$ cat src/hw/upsc_map.vh
// register map constants for the port switch control and mode register group
// assumes inclusion by the design files only; no process here
`ifndef UPSC_MAP_VH
`define UPSC_MAP_VH
`define UPSC_ADDR_W            8
`define UPSC_OFF_CHIP_CTRL     8'h00
`define UPSC_OFF_TIMING        8'h01
`define UPSC_OFF_MODE          8'h02
`define UPSC_OFF_STATUS        8'h03
`define UPSC_OFF_TEST_LO       8'h24
`define UPSC_OFF_TEST_HI       8'h26
`define UPSC_CTRL_PWR_BIT      1
`define UPSC_CTRL_SRST_BIT     2
`define UPSC_CTRL_AUTO_BIT     5
`define UPSC_CTRL_SPK_BIT      6
`define UPSC_CTRL_TEST_BIT     7
`define UPSC_CTRL_RW_MASK      8'hE2
`define UPSC_CTRL_RESET        8'h20
`define UPSC_MODE_RST_BIT      0
`define UPSC_MODE_ACT_BIT      1
`define UPSC_MODE_LP_BIT       2
`define UPSC_STAT_PWR_BIT      6
`define UPSC_TIMING_RESET      8'h94
`define UPSC_TD_STEP_MS        100
`define UPSC_IDLE_STEP_MS      1000
`define UPSC_CLK_KHZ           100000
`define UPSC_SRST_CYCLES       4'h8
`endif

$ cat src/hw/upsc_ctrl_regs.v
// control, timing and mode register group of the connector interface switch
// assumes a serial-bus front end giving byte accesses with one-cycle strobes
//
// Overview of operation
// - power switch follows control bit 1
// - power bit resets to bus-voltage presence
// - writing one to bit 2 soft-resets chip
// - reset done clears request, sets flag
// - auto low-power on: ignore host entry
// - auto off: host may enter low power
// - bit 6 joins speaker to data-minus
// - test registers reachable only with bit 7
// - identify waits (code+1) times 100 ms
// - idle (code+1) seconds enters low power
// - mode bit 0 flags reset, reads one
// - reading mode register clears reset flag
// - mode bit 1 active, resets zero
// - mode bit 2 low power, resets zero
// - status bit reflects real switch state
`timescale 1ns/1ps
`include "upsc_map.vh"
module upsc_ctrl_regs #(
	parameter TD_STEP_CYCLES   = `UPSC_TD_STEP_MS * `UPSC_CLK_KHZ,
	parameter IDLE_STEP_CYCLES = `UPSC_IDLE_STEP_MS * `UPSC_CLK_KHZ
) (
	input  wire       clk,
	input  wire       rst_b,
	input  wire [7:0] reg_addr,
	input  wire [7:0] reg_wdata,
	input  wire       reg_wr,
	input  wire       reg_rd,
	output reg  [7:0] reg_rdata_ff,
	output wire       test_sel,
	input  wire [7:0] test_rdata,
	input  wire       bus_voltage_present,
	input  wire       switch_activity,
	input  wire       audio_tty_attached,
	input  wire       power_switch_sense,
	output wire       power_switch_on,
	output wire       left_speaker_to_dminus_switch,
	output wire       chip_soft_reset,
	output wire       identify_start,
	output wire       low_power_state
);
////////////////////////////////////////////////////////////////////////////////
reg  [7:0] chip_control_ff;
reg  [7:0] timing_delay_config_ff;
reg        reset_seen_ff;
reg        active_ff;
reg        low_power_ff;
reg  [3:0] srst_cnt_ff;
reg        vbus_q_ff;
reg        idle_armed_ff;
reg  [7:0] nxt_rdata;
wire       td_done;
wire       idle_done;
wire       vbus_rise;
wire       idle_start;
wire       idle_stop;

// one decoder for the write and mode-read byte address compares
function addr_is;
	input [7:0] a;
	input [7:0] off;
	begin
		addr_is = (a == off);
	end
endfunction

function is_test_addr;
	input [7:0] a;
	begin
		is_test_addr = (a >= `UPSC_OFF_TEST_LO) && (a <= `UPSC_OFF_TEST_HI);
	end
endfunction

wire wr_ctrl   = reg_wr && addr_is(reg_addr, `UPSC_OFF_CHIP_CTRL);
wire wr_timing = reg_wr && addr_is(reg_addr, `UPSC_OFF_TIMING);
wire wr_mode   = reg_wr && addr_is(reg_addr, `UPSC_OFF_MODE);
wire rd_mode   = reg_rd && addr_is(reg_addr, `UPSC_OFF_MODE);
wire srst_act  = (srst_cnt_ff != 4'h0);
wire auto_lp   = chip_control_ff[`UPSC_CTRL_AUTO_BIT];
// soft reset acts as a local reset of this group; bus writes ignored meanwhile, reads still answered
wire grp_rst   = !rst_b || srst_act;

////////////////////////////////////////////////////////////////////////////////
// soft reset sequencer; a write of zero to bit 2 does nothing
always @(posedge clk)
begin
	if (!rst_b)
		srst_cnt_ff <= 4'h0;
	else if (srst_act)
		srst_cnt_ff <= srst_cnt_ff - 4'h1;
	else if (wr_ctrl && reg_wdata[`UPSC_CTRL_SRST_BIT])
		srst_cnt_ff <= `UPSC_SRST_CYCLES;
end
assign chip_soft_reset = srst_act;

////////////////////////////////////////////////////////////////////////////////
// bus voltage edge shared by the power bit and the identify delay;
// cleared in reset so a supply already present counts as a fresh rise
always @(posedge clk)
begin
	if (grp_rst)
		vbus_q_ff <= 1'b0;
	else
		vbus_q_ff <= bus_voltage_present;
end
assign vbus_rise = bus_voltage_present && !vbus_q_ff;

always @(posedge clk)
begin
	if (grp_rst)
	begin
		chip_control_ff                     <= `UPSC_CTRL_RESET;
		chip_control_ff[`UPSC_CTRL_PWR_BIT] <= bus_voltage_present;
		timing_delay_config_ff              <= `UPSC_TIMING_RESET;
	end
	else
	begin
		if (wr_ctrl)
			chip_control_ff <= reg_wdata & `UPSC_CTRL_RW_MASK;
		// a supply rise in the write cycle still turns the switch on
		if (vbus_rise)
			chip_control_ff[`UPSC_CTRL_PWR_BIT] <= 1'b1;
		if (wr_timing)
			timing_delay_config_ff <= reg_wdata;
	end
end

assign power_switch_on = chip_control_ff[`UPSC_CTRL_PWR_BIT];
assign left_speaker_to_dminus_switch = chip_control_ff[`UPSC_CTRL_SPK_BIT];

////////////////////////////////////////////////////////////////////////////////
// mode register; a reset flag set during soft reset beats a read clear
always @(posedge clk)
begin
	if (!rst_b || srst_act)
	begin
		reset_seen_ff <= 1'b1;
		active_ff     <= 1'b0;
		low_power_ff  <= 1'b0;
	end
	else
	begin
		if (rd_mode)
			reset_seen_ff <= 1'b0;
		if (wr_mode)
			active_ff <= reg_wdata[`UPSC_MODE_ACT_BIT];
		if (idle_done && auto_lp)
			low_power_ff <= 1'b1;
		else if (wr_mode && (!auto_lp || !reg_wdata[`UPSC_MODE_LP_BIT]))
			low_power_ff <= reg_wdata[`UPSC_MODE_LP_BIT];
		// activity wakes the block only under automatic control
		else if (switch_activity && auto_lp)
			low_power_ff <= 1'b0;
	end
end
assign low_power_state = low_power_ff;

////////////////////////////////////////////////////////////////////////////////
upsc_delay_timer #(
	.STEP_CYCLES (TD_STEP_CYCLES)
) u_td_timer (
	.clk     (clk),
	.rst_b   (!grp_rst),
	.start   (vbus_rise),
	.stop    (!bus_voltage_present),
	.code    (timing_delay_config_ff[3:0]),
	.done_ff (td_done)
);
assign identify_start = td_done;

// idle count armed whenever attached, automatic entry is allowed and low power is off;
// any switch event restarts it, so only true silence reaches the limit
always @(posedge clk)
begin
	if (grp_rst || idle_stop)
		idle_armed_ff <= 1'b0;
	else
		idle_armed_ff <= 1'b1;
end
assign idle_stop  = !audio_tty_attached || !auto_lp || low_power_ff;
assign idle_start = switch_activity || (!idle_stop && !idle_armed_ff);

upsc_delay_timer #(
	.STEP_CYCLES (IDLE_STEP_CYCLES)
) u_idle_timer (
	.clk     (clk),
	.rst_b   (!grp_rst),
	.start   (idle_start),
	.stop    (idle_stop),
	.code    (timing_delay_config_ff[7:4]),
	.done_ff (idle_done)
);

////////////////////////////////////////////////////////////////////////////////
// window gated here so a locked test byte never reaches the bus
assign test_sel = is_test_addr(reg_addr) && chip_control_ff[`UPSC_CTRL_TEST_BIT];

// unmapped addresses and a locked test window read as zero
always @*
begin
	nxt_rdata = 8'h00;
	case (reg_addr)
		`UPSC_OFF_CHIP_CTRL: nxt_rdata = chip_control_ff;
		`UPSC_OFF_TIMING:    nxt_rdata = timing_delay_config_ff;
		`UPSC_OFF_MODE:      nxt_rdata = {5'h00, low_power_ff, active_ff, reset_seen_ff};
		`UPSC_OFF_STATUS:    nxt_rdata = {1'b0, power_switch_sense, 6'h00};
		default:
			if (test_sel)
				nxt_rdata = test_rdata;
	endcase
end

always @(posedge clk)
begin
	if (!rst_b)
		reg_rdata_ff <= 8'h00;
	else if (reg_rd)
		reg_rdata_ff <= nxt_rdata;
end
endmodule // upsc_ctrl_regs

$ cat src/hw/upsc_delay_timer.v
// step-unit countdown timer: runs (code+1) steps once started, then pulses done
// assumes clk 100 MHz, synchronous active-low reset; start restarts the count
`timescale 1ns/1ps
module upsc_delay_timer #(
	parameter STEP_CYCLES = 32'd10000000
) (
	input  wire       clk,
	input  wire       rst_b,
	input  wire       start,
	input  wire       stop,
	input  wire [3:0] code,
	output reg        done_ff
);
reg  [31:0] cyc_ff;
reg  [4:0]  steps_ff;
reg         run_ff;
wire        step_end = (cyc_ff == 32'h00000000);

always @(posedge clk)
begin
	if (!rst_b)
	begin
		cyc_ff   <= 32'h00000000;
		steps_ff <= 5'h00;
		run_ff   <= 1'b0;
		done_ff  <= 1'b0;
	end
	else if (start)
	begin
		cyc_ff   <= STEP_CYCLES - 32'h00000001;
		steps_ff <= {1'b0, code};
		run_ff   <= 1'b1;
		done_ff  <= 1'b0;
	end
	else if (stop || !run_ff)
	begin
		run_ff  <= 1'b0;
		done_ff <= 1'b0;
	end
	else if (step_end)
	begin
		cyc_ff <= STEP_CYCLES - 32'h00000001;
		if (steps_ff == 5'h00)
		begin
			run_ff  <= 1'b0;
			done_ff <= 1'b1;
		end
		else
			steps_ff <= steps_ff - 5'h01;
	end
	else
		cyc_ff <= cyc_ff - 32'h00000001;
end
endmodule // upsc_delay_timer

$ cat config.mk
export PLATFORM = sky130hd
export DESIGN_NAME = upsc_ctrl_regs
export DESIGN_NICKNAME = d
export VERILOG_FILES = /design/src/hw/upsc_ctrl_regs.v /design/src/hw/upsc_delay_timer.v
export VERILOG_INCLUDE_DIRS = /design/src /design/src/hw
export SDC_FILE = /design/constraint.sdc
export NUM_CORES = 1
export LEC_CHECK = 0
export ABC_AREA = 0
export BUFFER_PORTS_ARGS = -buffer_cell sky130_fd_sc_hd__clkbuf_2
export CAP_MARGIN = 10
export CORE_MARGIN = 3
export CORE_UTILIZATION = 55
export CTS_BUF_LIST = sky130_fd_sc_hd__clkbuf_4 sky130_fd_sc_hd__clkbuf_8
export DETAILED_ROUTE_END_ITERATION = 10
export HOLD_SLACK_MARGIN = 0.02
export PLACE_DENSITY = 0.77
export REMOVE_ABC_BUFFERS = 1
export SLEW_MARGIN = 20
export SYNTH_ARGS = -nofsm -noshare
export SYNTH_HDL_FRONTEND = slang
export SYNTH_SLANG_ARGS = --single-unit
export TNS_END_PERCENT = 30
$ cat constraint.sdc
create_clock -name clk -period 2.2 [get_ports clk]
set_input_delay 0.11 -clock clk [delete_from_list [all_inputs] [get_ports clk]]
set_output_delay 0.11 -clock clk [all_outputs]
set_load 0.005 [all_outputs]
==> insert_results.sql <==
INSERT INTO impl_metrics (metric_group, metric, value, unit) VALUES
('pwr', 'power_switching_share', '27.0', '%'),
('pwr', 'combinationalPowerShare', '16.3', '%'),
('layout', 'num_antenna_cells', '0', ''),
('timing', 'report.final.slew_viol_count', '0', ''),
('timing', 'period_needed', '2.21', 'ns'),
('synthesis', 'synth-xor-area-share', '9.52', '%'),
('timing', 'max_slew.worst_pin.slew', '0.815', 'ns'),
('synthesis', 'synth_enable_flop_cells', '1', ''),
('synthesis', 'synth_sequential_area_ratio', '41.0', '%'),
('layout', 'final_core_util', '68.8', '%'),
('placement', 'gpl.final_weighted_congestion', '0.893', ''),
('pwr', 'register_share_of_total_power', '51.4', '%'),
('synthesis', 'synth_top_area_share', '40.4', '%'),
('drt', 'wire_per_inst', '15.4', 'microns'),
('drt', 'vias', '4776', ''),
('placement', 'minimum_setup_slack_after_placement', '-0.0625', 'ns'),
('hold_path', 'timing.hold.worst.start', 'test_rdata[1]', ''),
('pwr', 'design_power_total', '4.15', 'mW'),
('layout', 'layout.nets', '724', ''),
('global_route', 'first_global_vias', '4561', ''),
('synthesis', 'synth_area_per_cell', '8.71', 'sq um'),
('status', 'violations', 'setup timing', ''),
('synthesis', 'synth_top_flop_cell', 'sky130_fd_sc_hd__dfxtp_1', ''),
('critical_path', 'setup.worst_path.class', 'flip-flop to flip-flop', ''),
('global_route', 'grt_util_all_layers', '23.4', '%'),
('synthesis', 'syn-cell-area', '0.00525', 'sq mm'),
('clocking', 'cts_root_buffer', 'sky130_fd_sc_hd__clkbuf_8', ''),
('critical_path', 'crit_buf_inv', '0', ''),
('clocking', 'clock_transition_at_path_regs', '0.10', 'ns'),
('timing', 'holdWs', '0.109', 'ns'),
('synthesis', 'async_flop_share', '0', '%'),
('synthesis', 'synthTopCellsByArea', 'sky130_fd_sc_hd__dfxtp_1, sky130_fd_sc_hd__xnor2_1, sky130_fd_sc_hd__nor2_1, sky130_fd_sc_hd__nor4_1, sky130_fd_sc_hd__a21oi_1', ''),
('layout', 'finalNonFillerCells', '820', ''),
('floorplan', 'die-width', '104', 'microns'),
('critical_path', 'rr_startpoint', 'u_td_timer.cyc_ff[21]$_SDFFE_PP0P_', ''),
('placement', 'post-place-cells', '794', ''),
('layout', 'drive_gt1_share', '21.1', '%'),
('floorplan', 'die_area', '0.0107', 'sq mm'),
('drt', 'drt_pre_antenna_iters', '5', ''),
('synthesis', 'compound_cell_area_share_of_the_yosys_netlist', '12.4', '%'),
('global_route', 'grt_pass1_wl', '21.2', 'mm'),
('drt', 'routed_via_density', '5.82', ''),
('timing', 'timing_hold_violations_final', '0', ''),
('clocking', 'cts.sink_count', '107', ''),
('critical_path', 'critPathSlowestCell', 'sky130_fd_sc_hd__or4_4', ''),
('timing', 'final.setup.worst_slack', '-0.0126', 'ns'),
('pwr', 'total_leakage_power', '2.44', 'nW'),
('clocking', 'cts-root-to-sink-buffers', '2', ''),
('timing', 'setup_viol', '1', ''),
('drt', 'drt_drc_violations_left', '0', ''),
('critical_path', 'critical_path.startpoint', 'u_td_timer.cyc_ff[21]$_SDFFE_PP0P_', ''),
('timing', 'max_slew_margin', '45.4', '%'),
('clocking', 'htree_num_levels', '3', ''),
('floorplan', 'placeableCoreArea', '0.00924', 'sq mm'),
('pwr', 'vdd_drop_max', '473', 'uV'),
('timing', 'grt_setup_unrepaired', 'true', ''),
('placement', 'io_buffers', '45', ''),
('synthesis', 'synth_simple_gate_area_share', '29.4', '%'),
('critical_path', 'family_with_the_most_delay_on_the_worst_path', 'simple AND/OR/NAND/NOR gates', ''),
('synthesis', 'synth.largest_area_cell', 'sky130_fd_sc_hd__dfxtp_1', ''),
('synthesis', 'synthDistinctLibCells', '58', ''),
('status', 'outcome', 'complete, but fails checks', ''),
('critical_path', 'setup.worst_path.start_class', 'flip-flop', ''),
('timing', 'clock_skew', '0.0152', 'ns'),
('global_route', 'grt_start_max_net_pins', '47', ''),
('clocking', 'tritoncts', 'yes', ''),
('layout', 'filler_cell_count', '703', ''),
('floorplan', 'fp.dieH', '104', 'microns'),
('critical_path', 'cp-end-kind', 'flip-flop', ''),
('pwr', 'clock_power_share', '32.3', '%'),
('critical_path', 'cpMostUsedCell', 'sky130_fd_sc_hd__or4_4', '');
==> final timing paths <==
check | cells past startpoint | to | slack, ns
setup / recovery | 5 | u_td_timer.steps_ff[3]$_SDFFE_PP0P_ | -0.01
hold / removal | 3 | reg_rdata_ff[1]$_SDFFE_PN0P_ | 0.11
setup reg to reg | 5 | u_td_timer.steps_ff[3]$_SDFFE_PP0P_ | -0.01
hold reg to reg | 2 | u_td_timer.steps_ff[4]$_SDFFE_PP0P_ | 0.46
==> cell type report <==
class / count / area [sq um] / area share [%]
flip-flops and latches: 107 / 2160 / 33.9
clock inverters: 4 / 73.8 / 1.16
repair buffers: 98 / 674 / 10.6
inverters: 13 / 48.8 / 0.767
well taps: 129 / 161 / 2.54
multi-input cells: 457 / 3090 / 48.6
clock buffers: 12 / 153 / 2.40
==> kinds of logic (layout without fill, tap and decap cells) <==
group | Yosys count | count (layout)
and+or+nand+nor | 274 | 274
buffers and inverters | 38 | 127
AOI/OAI and AO/OA | 102 | 102
muxes | 18 | 18
DFF | 107 | 107
xor gates and xnor gates | 57 | 57
adders and majority gates | 6 | 6
==> state kept, by name, indices dropped and copies added, names as in the netlist <==
name	cells
u_idle_timer.cyc_ff	32
active_ff	1
idle_armed_ff	1
u_idle_timer.run_ff	1
u_td_timer.steps_ff	5
u_idle_timer.steps_ff	5
u_td_timer.run_ff	1
vbus_q_ff	1
reset_seen_ff	1
timing_delay_config_ff	8
reg_rdata_ff	8
low_power_state	1
u_td_timer.done_ff	1
u_idle_timer.done_ff	1
u_td_timer.cyc_ff	32
chip_control_ff	4
srst_cnt_ff	4
==> power groups by stage <==
stage / sequential, mW / combinational, mW / clock (mW)
4_1_cts: 2.12 / 0.644 / 1.37
6_report: 2.13 / 0.676 / 1.34
3_5_place_dp: 2.17 / 0.622 / 0
3_3_place_gp: 2.16 / 0.602 / 0
5_1_grt: 2.15 / 0.744 / 1.43
2_1_floorplan: 2.15 / 0.382 / 0
==> Yosys cell counts (9+ instances only) <==
cell type / count
sky130_fd_sc_hd__a211oi_1: 9
sky130_fd_sc_hd__a21oi_1: 37
sky130_fd_sc_hd__a31oi_1: 9
sky130_fd_sc_hd__clkbuf_1: 19
sky130_fd_sc_hd__dfxtp_1: 106
sky130_fd_sc_hd__inv_1: 13
sky130_fd_sc_hd__mux2i_1: 16
sky130_fd_sc_hd__nand2_1: 34
sky130_fd_sc_hd__nand3_1: 17
sky130_fd_sc_hd__nand4_1: 10
sky130_fd_sc_hd__nor2_1: 74
sky130_fd_sc_hd__nor3_1: 32
sky130_fd_sc_hd__nor4_1: 30
sky130_fd_sc_hd__o21ai_0: 16
sky130_fd_sc_hd__or3_1: 12
sky130_fd_sc_hd__or4_1: 13
sky130_fd_sc_hd__xnor2_1: 45
sky130_fd_sc_hd__xor2_1: 12
==> worst reg2reg max path, stage by stage (launching register included) <==
cell	delay, ns
sky130_fd_sc_hd__dfxtp_2	0.33
sky130_fd_sc_hd__or4_4	0.53
sky130_fd_sc_hd__or3_4	0.35
sky130_fd_sc_hd__or4_4	0.53
sky130_fd_sc_hd__o41ai_4	0.24
sky130_fd_sc_hd__a31oi_1	0.11
==> metrics by stage <==
step	setup TNS (ns)	cell area, sq um
floorplan	-8.48	5150
global placement	-0.0373	5880
detailed placement	-0.191	5880
CTS	-0.0592	6230
global route	-0.230	6360
finish	-0.0126	6360
==> layer usage <==
| metal | track usage (%) | routed length, microns | vias up | part of all wire [%] |
|---|---|---|---|---|
| li1 | - | - | 2369 | - |
| met1 | 28.9 | 5560 | 2287 | 44 |
| met2 | 40.2 | 6380 | 92 | 50 |
| met3 | 4.49 | 449 | 28 | 3.5 |
| met4 | 9.12 | 267 | 0 | 2.1 |
| met5 | 0 | 0 | - | 0 |
==> timing repair <==
action	4_1_cts	5_1_grt
endpoints found under the hold margin	14	0
setup endpoints to repair	10	56
hold buffers	9	0
setup buffers	0	1
resized for setup	6	23
pin swaps	3	11
Power figures use the tool's default switching activity.
